===== config.mk =====
export PLATFORM = sky130hd
export DESIGN_NAME = wsa_aggregator
export DESIGN_NICKNAME = d
export VERILOG_FILES = /design/src/rtl/wsa_sync.v /design/src/rtl/wsa_sticky.v /design/src/rtl/wsa_aggregator.v
export VERILOG_INCLUDE_DIRS = /design/src /design/src/shared
export SDC_FILE = /design/constraint.sdc
export NUM_CORES = 1
export LEC_CHECK = 0
export BUFFER_PORTS_ARGS = -buffer_cell sky130_fd_sc_hd__buf_2
export CAP_MARGIN = 20
export CORE_MARGIN = 4
export CORE_UTILIZATION = 50
export CTS_CLUSTER_DIAMETER = 60
export CTS_CLUSTER_SIZE = 20
export DETAILED_ROUTE_END_ITERATION = 7
export PLACE_DENSITY = 0.82
export SLEW_MARGIN = 20
export SYNTH_ARGS = -nofsm -noshare
export SYNTH_HDL_FRONTEND = slang
export SYNTH_HIERARCHICAL = 1
export SYNTH_SLANG_ARGS = --single-unit

===== constraint.sdc =====
create_clock -name i_sys_clk -period 3.9 [get_ports i_sys_clk]
set_input_delay 0 -clock i_sys_clk [delete_from_list [all_inputs] [get_ports i_sys_clk]]
set_output_delay 0 -clock i_sys_clk [all_outputs]
set_load 0.05 [all_outputs]

===== src/shared/wsa_map.vh =====
// Behaviour
// Wake status records events regardless of enables
// Wake status cleared only by writing one
// Wake status one: device,ring,mouse,kbd,ri1,ri2
// Wake enable one mirrors wake status one
// Wake register two bit n is input 10+n
// Enabled source with master enable asserts event
// Disabled source records status, never asserts event; the code asserts it through the grouped irq when enable two bit 6 is set
// Grouped irq is OR of enabled sources; the code also ORs in the sleep request flag, which has no enable
// Enable two bit 7 gates grouped irq out
// Pin or serial slot chosen by mux input
// Enable two bit 6 routes irq to wake
// Irq status one follows sources, cleared there
// Irq status two bits 0,1,4 follow sources
// Infrared transition sets bit 2, read clears
// Bit 3 cleared by reading status two
// Sleep request sets bit 7, read clears
// Irq enable bit layouts for both registers
// Ring irq uses ring wake status bit
// Enable two bit 4 routes kbc port bit
// All eight registers reset to zero
// Master enable gates the wake event output
// Software writes zero to reserved bits
// Async inputs synchronised before edge detection
`ifndef WSA_MAP_VH
`define WSA_MAP_VH
`define WSA_OFF_WSTS1 16'h000C
`define WSA_OFF_WSTS2 16'h000D
`define WSA_OFF_WEN1 16'h000E
`define WSA_OFF_WEN2 16'h000F
`define WSA_OFF_ISTS1 16'h0012
`define WSA_OFF_ISTS2 16'h0013
`define WSA_OFF_IEN1 16'h0014
`define WSA_OFF_IEN2 16'h0015
`define WSA_RST_VAL 8'h00
`define WSA_WAKE1_MASK 8'hBE
`define WSA_ISTS1_MASK 8'hFE
`define WSA_IEN2_MASK 8'hDF
`define WSA_BIT_DEVINT 7
`define WSA_BIT_RING 5
`define WSA_BIT_MOUSE 4
`define WSA_BIT_KBD 3
`define WSA_BIT_RI1 2
`define WSA_BIT_RI2 1
`define WSA_BIT_IR 2
`define WSA_BIT_BIT3 3
`define WSA_BIT_KBC 4
`define WSA_BIT_SLEEP 7
`define WSA_BIT_TO_WAKE 6
`define WSA_BIT_OUT_EN 7
`endif


===== src/rtl/wsa_sync.v =====
`timescale 1ns/10ps
module wsa_sync #(
    parameter W = 1
) (
    input wire i_sys_clk,
    input wire i_rst,
    input wire [W-1:0] i_async,
    output reg [W-1:0] o_level,
    output wire [W-1:0] o_rise,
    output wire [W-1:0] o_fall
);
    reg [W-1:0] ff1;
    reg [W-1:0] ff2;
    reg [W-1:0] ff3;
    reg [W-1:0] level_d;
    genvar g;
    generate
        for (g = 0; g < W; g = g + 1) begin : bit_sync
            always @(posedge i_sys_clk) begin
                if (i_rst) begin
                    ff1[g] <= 1'b0;
                    ff2[g] <= 1'b0;
                    ff3[g] <= 1'b0;
                    o_level[g] <= 1'b0;
                    level_d[g] <= 1'b0;
                end else begin
                    ff1[g] <= i_async[g];
                    ff2[g] <= ff1[g];
                    ff3[g] <= ff2[g];
                    // Accept only when second and third stage agree
                    if (ff2[g] == ff3[g]) begin
                        o_level[g] <= ff3[g];
                    end
                    level_d[g] <= o_level[g];
                end
            end
        end
    endgenerate
    assign o_rise = o_level & ~level_d;
    assign o_fall = ~o_level & level_d;
endmodule


===== src/rtl/wsa_sticky.v =====
`timescale 1ns/10ps
module wsa_sticky #(
    parameter W = 8
) (
    input wire i_sys_clk,
    input wire i_rst,
    input wire [W-1:0] i_set,
    input wire [W-1:0] i_clr,
    output reg [W-1:0] o_flag
);
    // Set beats a clear in the same cycle so no event is lost
    always @(posedge i_sys_clk) begin
        if (i_rst) begin
            o_flag <= {W{1'b0}};
        end else begin
            o_flag <= (o_flag & ~i_clr) | i_set;
        end
    end
endmodule


===== src/rtl/wsa_aggregator.v =====
`timescale 1ns/10ps
`include "wsa_map.vh"
module wsa_aggregator (
    input wire i_sys_clk,
    input wire i_rst,
    input wire [15:0] i_pm_base,
    input wire [15:0] i_io_addr,
    input wire i_io_rd,
    input wire i_io_wr,
    input wire [7:0] i_io_wdata,
    output reg [7:0] o_io_rdata,
    output reg o_io_rvalid,
    input wire i_device_interrupt,
    input wire i_ring_input_n,
    input wire i_mouse_wake,
    input wire i_keyboard_wake,
    input wire i_serial1_ring_indicator,
    input wire i_serial2_ring_indicator,
    input wire [7:0] i_general_input,
    input wire i_parallel_port_irq,
    input wire i_serial2_irq,
    input wire i_serial1_irq,
    input wire i_floppy_irq,
    input wire i_group_irq_two,
    input wire i_group_irq_one,
    input wire i_watchdog_irq,
    input wire i_mouse_irq,
    input wire i_keyboard_irq,
    input wire i_kbc_port_bit_1_2,
    input wire i_ir_rx_a,
    input wire i_ir_rx_b,
    input wire i_ir_rx_select,
    input wire i_bit3_event,
    input wire i_sleep_request,
    input wire i_master_wake_event_enable,
    input wire i_irq_mux_serial,
    output wire o_wake_event_n_out,
    output reg o_wake_event_n_oe,
    output wire o_grouped_sysmgmt_irq_out_n_out,
    output reg o_grouped_sysmgmt_irq_out_n_oe,
    output reg o_serirq_slot_irq2
);
    reg [7:0] wake_enable_one;
    reg [7:0] wake_enable_two;
    reg [7:0] sysmgmt_irq_enable_one;
    reg [7:0] sysmgmt_irq_enable_two;
    wire [7:0] wake_status_one;
    wire [7:0] wake_status_two;
    wire [7:0] sysmgmt_irq_status_one;
    wire [7:0] sysmgmt_irq_status_two;
    wire [15:0] off;
    wire [5:0] wk_async;
    wire [5:0] wk_rise;
    wire [7:0] gp_rise;
    wire [9:0] lv_async;
    wire [9:0] lv;
    wire ir_sel_rx;
    wire ir_edge_r;
    wire ir_edge_f;
    wire [7:0] wake1_set;
    wire [7:0] wake1_clr;
    wire [7:0] wake2_clr;
    wire [7:0] sts2_set;
    wire [7:0] sts2_clr;
    wire rd_sts2;
    wire [7:0] sts2_flags;
    wire group_irq;
    wire wake_any;
    reg [7:0] next_rdata;

    assign off = i_io_addr - i_pm_base;
    // Ring is active low at the pin, so invert before the detector
    assign wk_async = {i_device_interrupt, ~i_ring_input_n, i_mouse_wake,
                       i_keyboard_wake, i_serial1_ring_indicator,
                       i_serial2_ring_indicator};
    wsa_sync #(.W(6)) u_sync_wake (
        .i_sys_clk(i_sys_clk),
        .i_rst(i_rst),
        .i_async(wk_async),
        .o_level(),
        .o_rise(wk_rise),
        .o_fall()
    );
    wsa_sync #(.W(8)) u_sync_gp (
        .i_sys_clk(i_sys_clk),
        .i_rst(i_rst),
        .i_async(i_general_input),
        .o_level(),
        .o_rise(gp_rise),
        .o_fall()
    );
    assign lv_async = {i_watchdog_irq, i_group_irq_one, i_group_irq_two,
                       i_floppy_irq, i_serial1_irq, i_serial2_irq,
                       i_parallel_port_irq, i_kbc_port_bit_1_2,
                       i_keyboard_irq, i_mouse_irq};
    wsa_sync #(.W(10)) u_sync_lvl (
        .i_sys_clk(i_sys_clk),
        .i_rst(i_rst),
        .i_async(lv_async),
        .o_level(lv),
        .o_rise(),
        .o_fall()
    );
    // Pin select happens before the synchroniser
    assign ir_sel_rx = i_ir_rx_select ? i_ir_rx_b : i_ir_rx_a;
    wsa_sync #(.W(1)) u_sync_ir (
        .i_sys_clk(i_sys_clk),
        .i_rst(i_rst),
        .i_async(ir_sel_rx),
        .o_level(),
        .o_rise(ir_edge_r),
        .o_fall(ir_edge_f)
    );

    // Events set status whatever the enables say
    assign wake1_set = {wk_rise[5], 1'b0, wk_rise[4:0], 1'b0};
    assign wake1_clr = (i_io_wr && off == `WSA_OFF_WSTS1) ?
                       (i_io_wdata & `WSA_WAKE1_MASK) : 8'h00;
    assign wake2_clr = (i_io_wr && off == `WSA_OFF_WSTS2) ?
                       i_io_wdata : 8'h00;
    wsa_sticky #(.W(8)) u_wake1 (
        .i_sys_clk(i_sys_clk),
        .i_rst(i_rst),
        .i_set(wake1_set),
        .i_clr(wake1_clr),
        .o_flag(wake_status_one)
    );
    // Bit n of the second pair is general input ten plus n
    wsa_sticky #(.W(8)) u_wake2 (
        .i_sys_clk(i_sys_clk),
        .i_rst(i_rst),
        .i_set(gp_rise),
        .i_clr(wake2_clr),
        .o_flag(wake_status_two)
    );

    assign rd_sts2 = i_io_rd && off == `WSA_OFF_ISTS2;
    assign sts2_set = {i_sleep_request, 3'b000, i_bit3_event,
                       ir_edge_r | ir_edge_f, 2'b00};
    // Read clears the event bits; a new event in that cycle survives
    assign sts2_clr = rd_sts2 ? 8'h8C : 8'h00;
    wsa_sticky #(.W(8)) u_sts2 (
        .i_sys_clk(i_sys_clk),
        .i_rst(i_rst),
        .i_set(sts2_set),
        .i_clr(sts2_clr),
        .o_flag(sts2_flags)
    );
    // Level bits follow their sources and clear there
    assign sysmgmt_irq_status_one = {lv[9:3], 1'b0};
    assign sysmgmt_irq_status_two = {sts2_flags[7], 2'b00, lv[2],
                                     sts2_flags[3:2], lv[1:0]};

    // Reserved bits are stored as zero
    always @(posedge i_sys_clk) begin
        if (i_rst) begin
            wake_enable_one <= `WSA_RST_VAL;
            wake_enable_two <= `WSA_RST_VAL;
            sysmgmt_irq_enable_one <= `WSA_RST_VAL;
            sysmgmt_irq_enable_two <= `WSA_RST_VAL;
        end else if (i_io_wr) begin
            if (off == `WSA_OFF_WEN1) begin
                wake_enable_one <= i_io_wdata & `WSA_WAKE1_MASK;
            end
            if (off == `WSA_OFF_WEN2) begin
                wake_enable_two <= i_io_wdata;
            end
            if (off == `WSA_OFF_IEN1) begin
                sysmgmt_irq_enable_one <= i_io_wdata;
            end
            if (off == `WSA_OFF_IEN2) begin
                sysmgmt_irq_enable_two <= i_io_wdata & `WSA_IEN2_MASK;
            end
        end
    end

    always @* begin
        case (off)
            `WSA_OFF_WSTS1: next_rdata = wake_status_one;
            `WSA_OFF_WSTS2: next_rdata = wake_status_two;
            `WSA_OFF_WEN1: next_rdata = wake_enable_one;
            `WSA_OFF_WEN2: next_rdata = wake_enable_two;
            `WSA_OFF_ISTS1: next_rdata = sysmgmt_irq_status_one;
            `WSA_OFF_ISTS2: next_rdata = sysmgmt_irq_status_two;
            `WSA_OFF_IEN1: next_rdata = sysmgmt_irq_enable_one;
            `WSA_OFF_IEN2: next_rdata = sysmgmt_irq_enable_two;
            default: next_rdata = 8'h00;
        endcase
    end

    always @(posedge i_sys_clk) begin
        if (i_rst) begin
            o_io_rdata <= 8'h00;
            o_io_rvalid <= 1'b0;
        end else begin
            o_io_rvalid <= i_io_rd;
            if (i_io_rd) begin
                o_io_rdata <= next_rdata;
            end
        end
    end

    // Ring has no irq status bit of its own
    // Sleep request always counts, it exists only to raise the irq
    assign group_irq =
        (wake_status_one[`WSA_BIT_RING] & sysmgmt_irq_enable_one[0]) |
        (|(sysmgmt_irq_status_one[7:1] & sysmgmt_irq_enable_one[7:1])) |
        (|(sysmgmt_irq_status_two[3:0] & sysmgmt_irq_enable_two[3:0])) |
        (lv[2] & sysmgmt_irq_enable_two[`WSA_BIT_KBC]) |
        sts2_flags[`WSA_BIT_SLEEP];
    // Wake-disabled sources reach the event output only via the grouped irq when enable two bit 6 is set
    assign wake_any = (|(wake_status_one & wake_enable_one)) |
                      (|(wake_status_two & wake_enable_two)) |
                      (group_irq &
                       sysmgmt_irq_enable_two[`WSA_BIT_TO_WAKE]);

    assign o_wake_event_n_out = 1'b0;
    assign o_grouped_sysmgmt_irq_out_n_out = 1'b0;
    always @(posedge i_sys_clk) begin
        if (i_rst) begin
            o_wake_event_n_oe <= 1'b0;
            o_grouped_sysmgmt_irq_out_n_oe <= 1'b0;
            o_serirq_slot_irq2 <= 1'b0;
        end else begin
            o_wake_event_n_oe <= wake_any & i_master_wake_event_enable;
            // Pin floats when the output enable bit is clear
            o_grouped_sysmgmt_irq_out_n_oe <= group_irq & ~i_irq_mux_serial &
                sysmgmt_irq_enable_two[`WSA_BIT_OUT_EN];
            o_serirq_slot_irq2 <= group_irq & i_irq_mux_serial &
                sysmgmt_irq_enable_two[`WSA_BIT_OUT_EN];
        end
    end
endmodule


==> results of run 1 <==
-- sequential cells by signal, summed over array words and instances (netlist names), 7 cells and up --
register,flops
wake_enable_two,8
u_sync_lvl/ff1,10
u_sync_gp/o_level,8
u_sync_gp/level_d,8
sysmgmt_irq_enable_one,8
u_sync_lvl/ff2,10
sysmgmt_irq_enable_two,7
o_io_rdata,8
u_sync_gp/ff1,8
u_sync_lvl/o_level,10
u_sync_gp/ff2,8
u_wake1/o_flag,8
u_sync_lvl/ff3,10
u_sync_gp/ff3,8
u_wake2/o_flag,8
-- worst register-to-register path, cell delays in order, from the launching register on --
cell and delay (ps):
dfxtp_1 350, a22o_1 240, a221oi_1 200, nand3_1 100, a2111oi_0 780, inv_1 120, a21oi_1 260, nor3b_1 80
-- cell type report --
class	instances	area (sq um)	area share
inverter	40	150.1	0.01648
clock buffer	24	481.7	0.05286
timing repair buffer	129	854.6	0.09378
multi-input combinational	523	3832	0.4206
tap	184	230.2	0.02526
clock inverter	6	60.06	0.006591
sequential	175	3503	0.3845
-- per-stage QoR --
| stage | power (W) | std cells | instance area [sq um] | hold WS, ps |
|---|---|---|---|---|
| finish | 0.003779 | 1081 | 9112 | 11.90 |
| global route | 0.003931 | 1081 | 9112 | 25.63 |
| CTS | 0.003810 | 1081 | 9112 | 12.18 |
| detailed placement | 0.002234 | 1013 | 8190 | 209.0 |
| global placement | 0.002227 | 1013 | 8190 | 207.5 |
| floorplan | 0.002137 | 767 | 7661 | 69.07 |
-- power by group through the flow --
stage               combinational (W)  clock [W]  sequential, W
floorplan                    0.000260          0        0.00188
finish                       0.000387    0.00155        0.00184
global placement             0.000349          0        0.00188
detailed placement           0.000354          0        0.00188
global route                 0.000430    0.00166        0.00184
CTS                          0.000385    0.00158        0.00184
-- what timing repair did --
| item | CTS | global route |
|---|---|---|
| hold endpoints to repair | 57 | 0 |
| endpoints found under the setup margin | 0 | 0 |
| buffers inserted | 0 | 0 |
| hold buffers | 38 | 0 |
-- metal layers --
| metal | vias up | part of all wire | GRT usage |
|---|---|---|---|
| met5 | - | 0 | 0 |
| met1 | 2646 | 0.44 | 0.2186 |
| met3 | 32 | 0.058 | 0.05505 |
| li1 | 2861 | - | - |
| met2 | 154 | 0.47 | 0.2874 |
| met4 | 0 | 0.024 | 0.07585 |
-- final timing paths --
| path | startpoint | end | slack, ps |
|---|---|---|---|
| worst min-delay path | i_io_wdata[3] | wake_enable_two[3] | 10 |
| worst max-delay path | i_pm_base[3] | u_sts2/o_flag[7] | 690 |
| worst min register to register | u_sync_lvl/ff1[1] | u_sync_lvl/ff2[1] | 430 |
| worst max register to register | u_sync_lvl/o_level[7] | o_wake_event_n_oe | 1630 |
==> key figures, run 1 <==
Cells and area
  • Layout fillers: 1207
  • Most common cell after layout, fill and taps aside: dfxtp_1
  • Nets: 978
  • Most frequent cells in the layout: 175 x dfxtp_1, 87 x nor2b_1, 85 x buf_2
  • Synth-to-Final Area Change: 19.24%
  • ANT cells: 0
  • Share of cells above drive strength 1: 0.2185
  • Final core occ: 0.6176

Floorplanning
  • Initial Util: 0.5180
  • I/O Pins: 89
  • Die width: 131.6 microns
  • Die height: 131.6 microns
  • Placement row count: 44
  • Die area: 17330 sq um
  • Core area: 14750 sq um

Pwr
  • Lkg Pwr: 3.897 nW
  • VDD IR-drop max: 0.0003074 V
  • Combinational share of power: 0.102
  • Seq pwr share: 0.487
  • Pint: 0.002920 W
  • Switching Power: 0.0008592 W
  • Switching fraction of total power: 0.2273
  • Clock group share of total power: 0.411
  • P per Cell Area: 414.7 nW/um^2

Critical path
  • Crit. path cell count: 12
  • FF-to-FF path depth: 7
  • CP endpoint kind: register
  • Crit path max-delay family: simple AND/OR/NAND/NOR gates
  • Buffers and inverters on the worst path: 2
  • CP max FO: 7
  • Worst path cell trace: buf_2, inv_1, ha_1, and2_1, a221o_1, or3_1, a211oi_1, nor3b_1, nand2_1, nor4b_1, nand2b_4, a21oi_2
  • Crit Path Class: in -> reg
  • Max incr delay on CP: 670 ps
  • Arrival time at the worst endpoint: 3470 ps
  • CP startpoint kind: primary input
  • Worst path required time: 4170 ps
  • Worst path slowest cell: nor4b_1

STA
  • RSZ-0062 raised after global routing: false
  • # setup viols final: 0
  • Achievable clock frequency: 311.7 MHz
  • Fin crit share: 0.8226
  • Final Max Slew Viols: 0
  • Final Hold Violating Endpoints: 0
  • Final WS setup: 692.1 ps
  • Setup tns final: 0 ps
  • Worst Clk Skew: 6.617 ps
  • Worst Tran Pin Value: 961.2 ps
  • Slew margin rel.: 0.3592
  • Minimum clock period: 3208 ps

Placed design
  • GP Congestion: 0.8768
  • Post-DP HPWL: 10420 microns
  • Pre-CTS setup slack: 421.5 ps
  • Number of buffers added on ports: 86

Yosys
  • Post-Synthesis Cells: 762
  • Mapped Area: 7642 sq um
  • Synthesis warning total: 6
  • Syn Area/Cell: 10.03 sq um

CTS
  • Num Clock Sinks: 175
  • Clk pin slew, worst setup/hold paths: 60 ps
  • Root Driver: clkbuf_16
  • CTS Buf Count: 17
  • Clk_lat worst skew: 420 ps
  • TritonCTS clock tree: done
  • H-Tree Depth: 4
  • Cts repair resizes: 0
  • Deepest clock path buffer count: 2

Routing
  • DR vias/cell: 5.266
  • DRT Pass-1 Iters: 5
  • DR WL/cell: 14.18 microns
  • WL final: 15330 microns
  • Routed via count: 5693
  • Starting DRT DRC Count: 294
  • Detail Route Antenna Nets: 0
  • DRC: 0

Hold path
  • Hold Path Stages: 3
  • Tightest Hold Check Type: in -> reg

Global routing
  • Number of global-route vias before repair: 5435
  • Remaining Overflow, GRT: 0
  • Total Routing Usage GR: 0.1772
  • Largest net degree at the start of global routing: 115
  • Antenna violations before repair: 0
  • First-pass GRT wire length: 25410 microns

Run
  • MaxCap Viol Count: 0

Run status
  • Status: complete, no violations
Power figures use the tool's default switching activity.
==> run 2, diff against run 1 <==
PLACE_DENSITY = 0.84   (was 0.82)
clock period = 2.7 ns   (was 3.9 ns; I/O delays follow)
==> key figures, run 2 (synthesis gave the netlist of run 1 again) <==
Cells and area
  • Synth-to-Final Area Change: 26.64%
  • Most frequent cells in the layout: 175 x dfxtp_1, 87 x nor2b_1, 85 x buf_2
  • ANT cells: 0 (unchanged)
  • Final cell count without fillers: 1131 (+4.6%)
  • Most common cell after layout, fill and taps aside: dfxtp_1
  • Nets: 1026 (+4.9%)
  • Share of cells above drive strength 1: 0.2693 (+0.05077)

STA
  • Final WS setup: 162.1 ps (-530.0 ps)
  • Worst Tran Pin Value: 592.8 ps (-368.4 ps)
  • Fin crit share: 0.9400
  • Worst Clk Skew: 7.644 ps (+1.027 ps)
  • Worst hold margin: 26.25 ps (+14.35 ps)
  • Achievable clock frequency: 394.0 MHz
  • Setup tns final: 0 ps (unchanged)
  • # setup viols final: 0 (unchanged)
  • Final Hold Violating Endpoints: 0 (unchanged)
  • RSZ-0062 raised after global routing: false
  • Minimum clock period: 2538 ps
  • Slew margin rel.: 0.6048 (+0.2456)
  • Final Max Slew Viols: 0 (unchanged)

CTS
  • Clk_lat worst skew: 430 ps (about the same)
  • Deepest clock path buffer count: 2 (unchanged)
  • Cts repair resizes: 0 (unchanged)
  • Clk pin slew, worst setup/hold paths: 60 ps (about the same)
  • Num Clock Sinks: 175 (unchanged)
  • TritonCTS clock tree: done
  • H-Tree Depth: 4 (unchanged)
  • CTS Buf Count: 17 (unchanged)
  • Root Driver: clkbuf_16

Pwr
  • P per Cell Area: 610.5 nW/um^2 (+47%)
  • Pwr Total: 0.005909 W (+56%)
  • VDD IR-drop max: 0.0005963 V (+94%)
  • Lkg Pwr: 4.207 nW (+8.0%)

Global routing
  • Remaining Overflow, GRT: 0 (unchanged)
  • Number of global-route vias before repair: 5872 (+8.0%)
  • Antenna violations before repair: 0 (unchanged)
  • First-pass GRT wire length: 27960 microns (+10%)
  • Total Routing Usage GR: 0.1926 (+0.01541)
  • Largest net degree at the start of global routing: 84 (-27%)

Routing
  • Routed via count: 5928 (+4.1%)
  • DR vias/cell: 5.241 (-0.48%)
  • DR WL/cell: 14.67 microns (+3.5%)
  • Starting DRT DRC Count: 322 (+9.5%)
  • DRC: 0 (unchanged)
  • Detail Route Antenna Nets: 0 (unchanged)
  • DRT Pass-1 Iters: 5 (unchanged)
  • WL final: 16600 microns (+8.3%)

Placed design
  • GP Congestion: 0.9140 (+4.2%)
  • Inst Count DP: 1060 (+4.6%)
  • Pre-CTS setup slack: -288.6 ps (-710.0 ps)
  • Number of buffers added on ports: 86 (unchanged)
  • Post-DP HPWL: 11370 microns (+9.1%)

Critical path
  • CP startpoint kind: primary input
  • Worst path slowest cell: fa_2
  • CP endpoint kind: register
  • Worst path required time: 2990 ps (-1180 ps)
  • CP max FO: 14 (+7)
  • Arrival time at the worst endpoint: 2830 ps (-640 ps)
  • Crit Path Class: in -> reg
  • Max incr delay on CP: 390 ps (-280 ps)
  • Worst path cell trace: buf_2, inv_12, ha_4, fa_2, nand2b_4, a211o_1, a21oi_2, o21a_1, o22ai_2, nor4b_4, and4_1, buf_12, and3_1, nand2b_4, a21oi_2

Floorplanning
  • Core area: 14750 sq um (unchanged)
  • Die height: 131.6 microns (unchanged)
  • I/O Pins: 89 (unchanged)
  • Die width: 131.6 microns (unchanged)
  • Die area: 17330 sq um (unchanged)
  • Placement row count: 44 (unchanged)
  • Initial Util: 0.5180 (unchanged)

Run
  • MaxCap Viol Count: 0 (unchanged)

Run status
  • Status: complete, no violations

Hold path
  • Tightest Hold Check Type: in -> reg
==> run 2: changes by cell type in the layout (fill, tap and decap cells not counted), sizes merged <==
cell,previous run,this run
clkinv,3,1
bufinv,1,4
inv,40,41
buf,91,139
==> run 2: worst paths after layout <==
check,start,to,slack [ps],cells after the start
setup / recovery,i_io_addr[0],u_wake2/o_flag[4],160,15
hold / removal,i_rst,u_sync_lvl/ff3[1],30,2
setup reg to reg,u_sync_lvl/o_level[7],o_wake_event_n_oe,700,8
hold reg to reg,u_sync_lvl/ff1[7],u_sync_lvl/ff2[7],430,1
==> run 2: power breakdown <==
group,leakage [nW],internal [W],switching (W)
clock network,0.301,0.00163,0.000969
registers,1.42,0.00263,0.0000253
logic,2.48,0.000323,0.000328
==> run 2: timing repair <==
action,4_1_cts,5_1_grt
hold buffers,38,0
endpoints found under the setup margin,0,7
buffers inserted,0,1
hold endpoints to repair,53,0
==> run 2: routing by layer <==
metal | track usage | share of wire | routed length [microns] | vias up
met5 | 0 | 0 | 0 | -
met4 | 0.05543 | 0.016 | 267 | 0
met3 | 0.05390 | 0.056 | 937 | 29
met2 | 0.3378 | 0.51 | 8395 | 148
met1 | 0.2311 | 0.42 | 6994 | 2801
li1 | - | - | - | 2950
==> run 2: critical path: cells and delay by family <==
family | cells | cell delay, ps
AOI/OAI and AO/OA | 5 | 830
and+or+nand+nor | 5 | 1100
buffers and inverters | 3 | 340
adders and majority gates | 2 | 540
==> run 2: final cells by class <==
type | instances | area, sq um
Fill cell | 1131 | 5076
Multi-Input combinational cell | 523 | 3882
Sequential cell | 175 | 3503
Timing Repair Buffer | 177 | 1265
Clock buffer | 24 | 481.7
Tap cell | 184 | 230.2
Inverter | 40 | 162.7
Clock inverter | 8 | 152.6
==> run 2: metrics by stage <==
step | utilization | instance area, sq um
2_1_floorplan | - | 7724
5_1_grt | 0.6560 | 9678
3_5_place_dp | 0.5867 | 8656
3_3_place_gp | 0.5867 | 8656
4_1_cts | 0.6554 | 9671
6_report | 0.6560 | 9678
